`config.mk`:
```
export PLATFORM = sky130hd
export DESIGN_NAME = ssp_spi_port
export DESIGN_NICKNAME = d
export VERILOG_FILES = /design/src/design/ssp_rate_gen.v /design/src/design/ssp_spi_port.v /design/src/design/ssp_sync2.v
export VERILOG_INCLUDE_DIRS = /design/src /design/src/inc
export SDC_FILE = /design/constraint.sdc
export NUM_CORES = 1
export LEC_CHECK = 0
export ABC_AREA = 1
export ABC_CLOCK_PERIOD_IN_PS = 3500
export BUFFER_PORTS_ARGS = -buffer_cell sky130_fd_sc_hd__buf_2
export CAP_MARGIN = 20
export CORE_AREA = 2 2 81 91
export DETAILED_ROUTE_END_ITERATION = 10
export DIE_AREA = 0 0 83 93
export PLACE_DENSITY = 0.74
export SLEW_MARGIN = 10
export SYNTH_ARGS = -nofsm -noshare
export SYNTH_HDL_FRONTEND = slang
export SYNTH_SLANG_ARGS = --single-unit
```
`constraint.sdc`:
```
create_clock -name mclk_i -period 3.5 [get_ports mclk_i]
set_input_delay 0.7 -clock mclk_i [delete_from_list [all_inputs] [get_ports mclk_i]]
set_output_delay 0.7 -clock mclk_i [all_outputs]
set_load 0.1 [all_outputs]
```
`src/inc/ssp_map.vh`:
```
// Summary of operation
// - Eight bits shifted in move to the buffer, setting buffer-full and irq.
// - Reading the buffer clears buffer-full; it shows an unread byte.
// - Buffer write during a transfer is dropped and sets collision, bit 7.
// - Slave byte over an unread byte sets overflow, bit 6, and is lost.
// - Overflow is never set in master mode.
// - Enable, bit 5, gives the pins to the port; clear releases them.
// - Bit 4 sets clock idle level: 1 high, 0 low.
// - Modes 0000, 0001, 0010 are master clock/4, /16, /64; 0011 timer/2.
// - Mode 0100 is slave gated by select; 0101 slave, select ignored.
// - Bytes move most significant bit first.
// - In master mode a buffer write starts an 8-bit transfer at once.
// - Master keeps receiving with data-out released as an input.
// - Slave shifts a bit per clock pulse; irq on the final bit.
// - Slave shifting runs during sleep; a received byte wakes the device.
// - Drive on the programmed edge, capture on the other (master with sample phase 1 captures on the drive edge); same idle level.
// - With edge select set, data-out is valid before the first clock edge.
// - Next byte may arrive while the previous one waits unread.
// - A buffer write loads buffer and shift register together.
// - Master samples at end of output time when 1, middle when 0.
// - Edge select 1 transmits on active-to-idle edge, 0 on the other.
// - Port reset or disable forces the bit counter to zero.
`ifndef SSP_MAP_VH
`define SSP_MAP_VH

`define SSP_ADDR_BUFFER   3'h0
`define SSP_ADDR_CONTROL  3'h1
`define SSP_ADDR_STATUS   3'h2
`define SSP_ADDR_IRQ      3'h3
`define SSP_ADDR_PIN_DIR  3'h4

`define SSP_CTL_COLLISION 7
`define SSP_CTL_OVERFLOW  6
`define SSP_CTL_ENABLE    5
`define SSP_CTL_IDLE_POL  4
`define SSP_STS_SAMPLE    7
`define SSP_STS_EDGE      6
`define SSP_STS_FULL      0
`define SSP_DIR_DATA_OUT  0
`define SSP_DIR_CLOCK     1

`define SSP_MODE_DIV4     4'h0
`define SSP_MODE_DIV16    4'h1
`define SSP_MODE_DIV64    4'h2
`define SSP_MODE_TIMER    4'h3
`define SSP_MODE_SLAVE_SS 4'h4
`define SSP_MODE_SLAVE    4'h5

`define SSP_RST_CONTROL   8'h00
`define SSP_RST_STATUS    8'h00
`define SSP_RST_PIN_DIR   2'h3

`define SSP_SYS_PER_BIT4  7'h04
`define SSP_SYS_PER_BIT16 7'h10
`define SSP_SYS_PER_BIT64 7'h40
`define SSP_LAST_BIT      4'h7
`define SSP_EDGES         5'h10
`define SSP_EDGE_LAST     5'h0f

`endif

```
`src/design/ssp_rate_gen.v`:
```
`timescale 1ns/1ps
`default_nettype none
`include "ssp_map.vh"

module ssp_rate_gen (
  input  wire       clk_i,
  input  wire       rst_i,
  input  wire       run_i,
  input  wire       hold_i,
  input  wire [1:0] rate_sel_i,
  input  wire       timer_tick_i,
  output reg        half_tick_o
);

  reg [4:0] cnt;

  // Half a bit period, in system clocks, minus one.
  function [4:0] reload;
    input [1:0] sel;
    reg   [6:0] per;
    reg   [5:0] half;
    begin
      per = `SSP_SYS_PER_BIT4;
      case (sel)
        2'h1:    per = `SSP_SYS_PER_BIT16;
        2'h2:    per = `SSP_SYS_PER_BIT64;
        default: per = `SSP_SYS_PER_BIT4;
      endcase
      half   = per[6:1] - 6'h01;
      reload = half[4:0];
    end
  endfunction

  // Holding freezes the count so a paused transfer resumes where it stood.
  always @(posedge clk_i) begin
    if (rst_i || !run_i) begin
      cnt         <= 5'h00;
      half_tick_o <= 1'b0;
    end else if (hold_i) begin
      half_tick_o <= 1'b0;
    end else if ({2'b00, rate_sel_i} == `SSP_MODE_TIMER) begin
      half_tick_o <= timer_tick_i;
    end else if (cnt == reload(rate_sel_i)) begin
      cnt         <= 5'h00;
      half_tick_o <= 1'b1;
    end else begin
      cnt         <= cnt + 5'h01;
      half_tick_o <= 1'b0;
    end
  end

endmodule // ssp_rate_gen

`default_nettype wire

```
`src/design/ssp_spi_port.v`:
```
`timescale 1ns/1ps
`default_nettype none
`include "ssp_map.vh"

module ssp_spi_port (
  input  wire       mclk_i,
  input  wire       sys_rst_i,
  input  wire [2:0] reg_addr_i,
  input  wire [7:0] reg_wdata_i,
  input  wire       reg_wr_i,
  input  wire       reg_rd_i,
  output reg  [7:0] reg_rdata_o,
  input  wire       sleep_i,
  input  wire       timer_two_tick_i,
  input  wire       sck_i,
  output wire       sck_o,
  output wire       sck_oe_n_o,
  input  wire       data_in_pin_i,
  output wire       data_out_pin_o,
  output wire       data_out_pin_oe_n_o,
  input  wire       slave_sel_n_i,
  output wire       port_irq_flag_o,
  output reg        wake_o,
  output wire       port_active_o
);

  // ****************************************************************
  // State
  // ****************************************************************
  reg       write_collision_flag;
  reg       receive_overflow_flag;
  reg       port_enable;
  reg       clock_idle_polarity;
  reg [3:0] port_mode_select;
  reg       input_sample_phase;
  reg       clock_edge_select;
  reg       buffer_full_flag;
  reg [7:0] rx_tx_buffer;
  reg       port_irq_flag;
  reg [1:0] port_pin_direction;
  reg [7:0] tx_shift;
  reg [7:0] serial_shift_register;
  reg       master_busy;
  reg [4:0] edge_cnt;
  reg [3:0] bit_cnt;
  reg       sck_drive;
  reg       sck_prev;

  wire       sck_s;
  wire       din_s;
  wire       ss_n_s;
  wire       half_tick;

  // ****************************************************************
  // Helpers
  // ****************************************************************
  // Master edges are numbered from 0; the sample edge parity follows
  // the edge select and is pushed one half period on by sample phase.
  function smp_edge;
    input [4:0] h;
    input       ce;
    input       sp;
    begin
      smp_edge = (h[0] == (~ce ^ sp)) && !(h == 5'h00 && !ce);
    end
  endfunction

  // The first bit is already on the pin, so edge 0 never shifts.
  function shift_edge;
    input [4:0] h;
    input       ce;
    begin
      shift_edge = (h[0] == ce) && (h != 5'h00);
    end
  endfunction

  // ****************************************************************
  // Pin inputs
  // ****************************************************************
  ssp_sync2 #(
    .WIDTH (3)
  ) u_sync (
    .clk_i (mclk_i),
    .rst_i (sys_rst_i),
    .d_i   ({sck_i, data_in_pin_i, slave_sel_n_i}),
    .q_o   ({sck_s, din_s, ss_n_s})
  );

  // ****************************************************************
  // Mode decode
  // ****************************************************************
  wire is_master  = port_enable && (port_mode_select[3:2] == 2'b00);
  wire is_slave   = port_enable &&
                    ((port_mode_select == `SSP_MODE_SLAVE_SS) ||
                     (port_mode_select == `SSP_MODE_SLAVE));
  wire ss_block   = is_slave && (port_mode_select == `SSP_MODE_SLAVE_SS) &&
                    ss_n_s;
  wire slave_live = is_slave && !ss_block;

  // ****************************************************************
  // Slave clock edges
  // ****************************************************************
  wire sck_change = (sck_s != sck_prev);
  wire lead_edge  = sck_change && (sck_prev == clock_idle_polarity);
  wire trail_edge = sck_change && (sck_prev != clock_idle_polarity);
  wire s_sample   = slave_live &&
                    (clock_edge_select ? lead_edge : trail_edge);
  wire s_shift    = slave_live && (bit_cnt != 4'h0) &&
                    (clock_edge_select ? trail_edge : lead_edge);
  wire s_done     = s_sample && (bit_cnt == `SSP_LAST_BIT);

  // ****************************************************************
  // Master clock and edges
  // ****************************************************************
  // Sleep freezes the master clock; the slave path ignores sleep.
  // With two pin flip-flops on data-in, the fastest rate only sees the
  // slave's next bit when the sample phase bit is set.
  ssp_rate_gen u_rate (
    .clk_i        (mclk_i),
    .rst_i        (sys_rst_i),
    .run_i        (master_busy && is_master),
    .hold_i       (sleep_i),
    .rate_sel_i   (port_mode_select[1:0]),
    .timer_tick_i (timer_two_tick_i),
    .half_tick_o  (half_tick)
  );

  wire       m_tick   = half_tick && master_busy && is_master;
  wire [4:0] m_last   = (!clock_edge_select && input_sample_phase) ?
                        `SSP_EDGES : `SSP_EDGE_LAST;
  wire       m_sample = m_tick &&
                        smp_edge(edge_cnt, clock_edge_select,
                                 input_sample_phase);
  wire       m_shift  = m_tick && shift_edge(edge_cnt, clock_edge_select);
  wire       m_done   = m_tick && (edge_cnt == m_last);

  // ****************************************************************
  // Shared datapath
  // ****************************************************************
  wire [7:0] rx_next  = {serial_shift_register[6:0], din_s};
  wire [7:0] m_byte   = m_sample ? rx_next : serial_shift_register;
  wire       busy_any = master_busy || (is_slave && bit_cnt != 4'h0);
  wire       buf_wr   = reg_wr_i && (reg_addr_i == `SSP_ADDR_BUFFER);
  wire       buf_rd   = reg_rd_i && (reg_addr_i == `SSP_ADDR_BUFFER);
  wire       buf_take = buf_wr && !busy_any;
  wire       ctl_wr   = reg_wr_i && (reg_addr_i == `SSP_ADDR_CONTROL);
  wire       sts_wr   = reg_wr_i && (reg_addr_i == `SSP_ADDR_STATUS);
  wire       irq_wr   = reg_wr_i && (reg_addr_i == `SSP_ADDR_IRQ);
  wire       dir_wr   = reg_wr_i && (reg_addr_i == `SSP_ADDR_PIN_DIR);
  wire       s_over   = s_done && buffer_full_flag && !buf_rd;

  // ****************************************************************
  // Registers, shifter and flags
  // ****************************************************************
  // Hardware set statements follow the software writes so a set that
  // lands in the same cycle as a clear is kept.
  always @(posedge mclk_i) begin
    if (sys_rst_i) begin
      write_collision_flag  <= 1'b0;
      receive_overflow_flag <= 1'b0;
      port_enable           <= 1'b0;
      clock_idle_polarity   <= 1'b0;
      port_mode_select      <= 4'h0;
      input_sample_phase    <= 1'b0;
      clock_edge_select     <= 1'b0;
      buffer_full_flag      <= 1'b0;
      rx_tx_buffer          <= 8'h00;
      port_irq_flag         <= 1'b0;
      port_pin_direction    <= `SSP_RST_PIN_DIR;
      tx_shift              <= 8'h00;
      serial_shift_register <= 8'h00;
      master_busy           <= 1'b0;
      edge_cnt              <= 5'h00;
      bit_cnt               <= 4'h0;
      sck_drive             <= 1'b0;
      sck_prev              <= 1'b0;
      wake_o                <= 1'b0;
    end else begin
      sck_prev <= sck_s;
      wake_o   <= 1'b0;
      if (ctl_wr) begin
        write_collision_flag  <= reg_wdata_i[`SSP_CTL_COLLISION];
        receive_overflow_flag <= reg_wdata_i[`SSP_CTL_OVERFLOW];
        port_enable           <= reg_wdata_i[`SSP_CTL_ENABLE];
        clock_idle_polarity   <= reg_wdata_i[`SSP_CTL_IDLE_POL];
        port_mode_select      <= reg_wdata_i[3:0];
      end
      if (sts_wr) begin
        input_sample_phase <= reg_wdata_i[`SSP_STS_SAMPLE];
        clock_edge_select  <= reg_wdata_i[`SSP_STS_EDGE];
      end
      if (irq_wr && reg_wdata_i[0]) begin
        port_irq_flag <= 1'b0;
      end
      if (dir_wr) begin
        port_pin_direction <= reg_wdata_i[1:0];
      end
      if (buf_rd) begin
        buffer_full_flag <= 1'b0;
      end
      if (buf_wr && busy_any) begin
        write_collision_flag <= 1'b1;
      end
      if (buf_take) begin
        rx_tx_buffer <= reg_wdata_i;
        tx_shift     <= reg_wdata_i;
        if (is_master) begin
          master_busy <= 1'b1;
          edge_cnt    <= 5'h00;
        end
      end
      if (m_tick) begin
        edge_cnt <= edge_cnt + 5'h01;
        if (edge_cnt < `SSP_EDGES) begin
          sck_drive <= ~sck_drive;
        end
        if (m_sample) begin
          serial_shift_register <= rx_next;
        end
        if (m_shift) begin
          tx_shift <= {tx_shift[6:0], 1'b0};
        end
        if (m_done) begin
          master_busy      <= 1'b0;
          edge_cnt         <= 5'h00;
          rx_tx_buffer     <= m_byte;
          buffer_full_flag <= 1'b1;
          port_irq_flag    <= 1'b1;
        end
      end
      if (!master_busy) begin
        sck_drive <= clock_idle_polarity;
      end
      if (s_sample) begin
        serial_shift_register <= rx_next;
        bit_cnt <= s_done ? 4'h0 : bit_cnt + 4'h1;
      end
      if (s_shift) begin
        tx_shift <= {tx_shift[6:0], 1'b0};
      end
      if (s_done) begin
        port_irq_flag <= 1'b1;
        wake_o        <= 1'b1;
        if (s_over) begin
          receive_overflow_flag <= 1'b1;
        end else begin
          rx_tx_buffer     <= rx_next;
          buffer_full_flag <= 1'b1;
        end
      end
      if (!port_enable || ss_block) begin
        bit_cnt     <= 4'h0;
        edge_cnt    <= 5'h00;
        master_busy <= 1'b0;
      end
    end
  end

  // ****************************************************************
  // Register read port
  // ****************************************************************
  always @(posedge mclk_i) begin
    if (sys_rst_i) begin
      reg_rdata_o <= 8'h00;
    end else if (reg_rd_i) begin
      case (reg_addr_i)
        `SSP_ADDR_BUFFER: begin
          reg_rdata_o <= rx_tx_buffer;
        end
        `SSP_ADDR_CONTROL: begin
          reg_rdata_o <= {write_collision_flag, receive_overflow_flag,
                          port_enable, clock_idle_polarity,
                          port_mode_select};
        end
        `SSP_ADDR_STATUS: begin
          reg_rdata_o <= {input_sample_phase, clock_edge_select,
                          5'h00, buffer_full_flag};
        end
        `SSP_ADDR_IRQ: begin
          reg_rdata_o <= {7'h00, port_irq_flag};
        end
        `SSP_ADDR_PIN_DIR: begin
          reg_rdata_o <= {6'h00, port_pin_direction};
        end
        default: begin
          reg_rdata_o <= 8'h00;
        end
      endcase
    end else begin
      reg_rdata_o <= 8'h00;
    end
  end

  // ****************************************************************
  // Pin outputs
  // ****************************************************************
  // A pin is driven only while the port owns it and its direction bit
  // says output; otherwise it is released to general I/O.
  assign sck_o               = sck_drive;
  assign sck_oe_n_o          = !(is_master &&
                                 !port_pin_direction[`SSP_DIR_CLOCK]);
  assign data_out_pin_o      = tx_shift[7];
  assign data_out_pin_oe_n_o = !((is_master || slave_live) &&
                                 !port_pin_direction[`SSP_DIR_DATA_OUT]);
  assign port_irq_flag_o     = port_irq_flag;
  assign port_active_o       = port_enable;

endmodule // ssp_spi_port

`default_nettype wire

```
`src/design/ssp_sync2.v`:
```
`timescale 1ns/1ps
`default_nettype none

module ssp_sync2 #(
  parameter WIDTH = 3
) (
  input  wire             clk_i,
  input  wire             rst_i,
  input  wire [WIDTH-1:0] d_i,
  output reg  [WIDTH-1:0] q_o
);

  reg [WIDTH-1:0] meta;

  always @(posedge clk_i) begin
    if (rst_i) begin
      meta <= {WIDTH{1'b0}};
      q_o  <= {WIDTH{1'b0}};
    end else begin
      meta <= d_i;
      q_o  <= meta;
    end
  end

endmodule // ssp_sync2

`default_nettype wire

```
==> summary.md <==
| Metric | Value |
|---|---|
| Period utilization | `77.9%` |
| H-tree levels | `3` |
| DRC viols | `0` |
| Non-filler cells, final | `660` |
| Finish-stage setup viols | `0` |
| Worst-path cell chain | `inv_1 -> ha_1 -> nor2_1 -> nor2_4 -> nand2_2 -> o21ai_0 -> nand2_1 -> buf_2` |
| Achievable frequency | `367 MHz` |
| Clk sinks | `71` |
| CTS buffer count | `9` |
| TritonRoute pass-1 iters | `5` |
| Initial antenna violation count | `0` |
| Status | `finished clean` |
| Final Wtd Congestion | `0.889` |
| Fin nets | `600` |
| CP max stage cell | `buf_2` |
| Crit start category | `register` |
| CTS-repair resized insts | `0` |
| Place WS | `883 ps` |
| IO Count | `35` |
| Pleak | `1.89 nW` |
| Clock slew at reported path FFs | `70 ps` |
| Core ar. | `6850 µm²` |
| Post-CTS Setup Repair Bufs | `0` |
| Crit path capture type | `primary output` |
| All-Layer GR Usage | `24.6%` |
| Mean Syn Cell Area | `6.78 µm²` |
| Slowest stage delay, CP | `430 ps` |
| Mapped cell area | `3660 µm²` |
| Row count | `32` |
| Slew at the pin closest to its max-slew limit | `805 ps` |
| Clock Path Buffers | `2` |
| Syn_nets | `570` |
| Post-detail-place hpwl | `6640 µm` |
| Total Routed Length | `8890 µm` |
| Starting DRT DRC Count | `239` |
| Fin Clk Skew | `8.98 ps` |
| Port Buf Inserts | `34` |
| Vias | `3514` |
| Routed len/inst | `13.5 µm` |
| Hold Buf Count CTS | `0` |
| Largest net degree at the start of global routing | `31` |
| Min-Delay Path Depth | `2` |
| Yosys warns | `0` |
| CTS root buf | `clkbuf_8` |
| Die Width | `83 µm` |
| Setup ws final | `773 ps` |
| Synthesized instance count | `540` |
| Max_cap viols | `0` |
| Flops & latches, synth | `71` |
| Final Hold Vio Count | `0` |
| Max-slew violations | `0` |
| Vias in the first global route | `3428` |
| Vias/cell | `5.32` |
| Multi-input gate area | `1870 µm²` |
| Inst Count DP | `644` |
| Worst setup path class | `register to primary output` |
| Fill cell count | `663` |
| Antenna-violating nets left | `0` |
| PwrDens | `425 nW/µm²` |
| First-pass GRT wire length | `15300 µm` |
| Setup_tns | `0 ps` |
| Worst Reg2Reg Path Length in Cells | `9` |
| Worst EP required | `2800 ps` |
| Minimum clock period | `2730 ps` |
| CTS tree | `yes` |
| HP Class | `register to register` |
| Seq. cell area | `1420 µm²` |
| Unique cell type count in the Yosys netlist | `37` |
| Critical Path AT | `2030 ps` |
| Worst-Skew Late Latency | `350 ps` |
| Starting Density | `53.5%` |
| Maximum vdd drop | `0.356 mV` |
| ANT cells | `0` |
| Crit path max fanout | `4` |
| Seq/Total Area, Yosys | `38.8%` |
| Layout cells sized above 1 | `12.3%` |
| RSZ-0062 raised after global routing | `false` |
| Total congestion overflow | `0` |
| Area growth syn-to-layout | `11.7%` |
| Post-layout util | `59.8%` |
| Max_slew headroom | `46.2%` |
| Worst hold slack | `404 ps` |
| Die ar. | `7720 µm²` |
| Chip Height | `93 µm` |
[layer usage]
metal | global-route usage (%) | vias to the layer above | share of wire (%)
met4 | 16.0 | 0 | 4.2
met1 | 29.1 | 1586 | 44
met5 | 0 | - | 0
met2 | 41.7 | 108 | 47
li1 | - | 1793 | -
met3 | 3.71 | 27 | 4.4
[cells in the mapped netlist]
cell type / count / share of area, %
nand2_1: 139 / 14
inv_1: 72 / 7.4
dfxtp_1: 71 / 39
nor2_1: 66 / 6.8
nand3_1: 52 / 7.1
a21oi_1: 27 / 3.7
o21ai_0: 19 / 2.6
nand4_1: 12 / 2.0
ha_1: 10 / 3.4
clkbuf_1: 6 / 0.61
nor3_1: 6 / 0.82
o211ai_1: 6 / 1.2
a31oi_1: 4 / 0.68
buf_4: 4 / 0.82
nand2_2: 4 / 0.68
inv_2: 3 / 0.31
nand3b_1: 3 / 0.61
nor2_4: 3 / 0.92
o21ai_1: 3 / 0.41
or2_2: 3 / 0.51
xnor2_1: 3 / 0.72
xor2_1: 3 / 0.72
buf_2: 2 / 0.27
buf_6: 2 / 0.61
nand3_2: 2 / 0.55
nor2_2: 2 / 0.34
o21a_1: 2 / 0.41
o22ai_1: 2 / 0.34
a211oi_1: 1 / 0.21
a21oi_2: 1 / 0.24
a21oi_4: 1 / 0.44
and3_1: 1 / 0.17
clkbuf_4: 1 / 0.21
nand4_2: 1 / 0.34
nor3_2: 1 / 0.27
o2111ai_1: 1 / 0.24
o221ai_1: 1 / 0.24
[worst max-delay path: cells and delay by family (launching register included)]
| family | cells | cell delay (ps) |
|---|---|---|
| AO/OA/AOI/OAI | 1 | 80 |
| adder cells (fa/ha/maj) | 1 | 240 |
| flip-flops | 1 | 410 |
| buffers and inverters | 2 | 540 |
| AND/OR/NAND/NOR | 4 | 420 |
[per-stage QoR]
| step | cell area (µm²) | total power, mW |
|---|---|---|
| floorplan | 3660 | 0.921 |
| global placement | 3850 | 0.954 |
| detailed placement | 3850 | 0.956 |
| CTS | 4090 | 1.75 |
| global route | 4090 | 1.80 |
| finish | 4090 | 1.74 |
[area by class of cell]
type | count | area share [%]
multi-input combinational | 379 | 45.6
sequential | 71 | 34.7
inverter | 75 | 6.88
timing repair buffer | 34 | 4.16
clock buffer | 10 | 3.36
clock inverter | 6 | 2.63
tap | 85 | 2.60
[worst paths after layout]
kind	from	endpoint	slack, ps
worst min-delay path	u_sync.meta[2]	u_sync.q_o[2]	400
worst min register to register	u_sync.meta[2]	u_sync.q_o[2]	400
worst max register to register	port_mode_select[0]	edge_cnt[2]	1010
worst max-delay path	port_mode_select[0]	data_out_pin_oe_n_o	770
[power breakdown]
part / internal [mW] / switching, mW
Clock: 0.490 / 0.312
Sequential: 0.821 / 0.0101
Combinational: 0.0319 / 0.0765
[cell families (layout without fill, tap and decap cells)]
group | count (synthesis) | count (layout) | synth area share, %
AOI/OAI and AO/OA | 68 | 68 | 10.7
xor gates and xnor gates | 6 | 6 | 1.44
adders and majority gates | 10 | 10 | 3.42
buffers and inverters | 90 | 125 | 10.2
DFF | 71 | 71 | 38.8
and+or+nand+nor | 295 | 295 | 35.4
[registers in the layout, summed over array words and instances (netlist names), 2 cells and up]
register and flops:
serial_shift_register 8, u_sync.q_o 3, u_sync.meta 3, rx_tx_buffer 8, edge_cnt 5, u_rate.cnt 5
tx_shift 8, port_pin_direction 2, reg_rdata_o 8, bit_cnt 4, port_mode_select 4
[cell usage in the layout, fill, tap and decap left out, types with 4 or more instances in the layout]
cell type	Yosys	routed
o21ai_0	19	19
buf_2	2	34
nand4_1	12	12
nor2_1	66	66
clkbuf_8	0	10
nand3_1	52	52
nor3_1	6	6
nand2_1	139	139
nand2_2	4	4
o211ai_1	6	6
ha_1	10	10
dfxtp_1	71	71
inv_1	72	72
a31oi_1	4	4
a21oi_1	27	27
No activity file was read; power rests on OpenSTA's default activity.
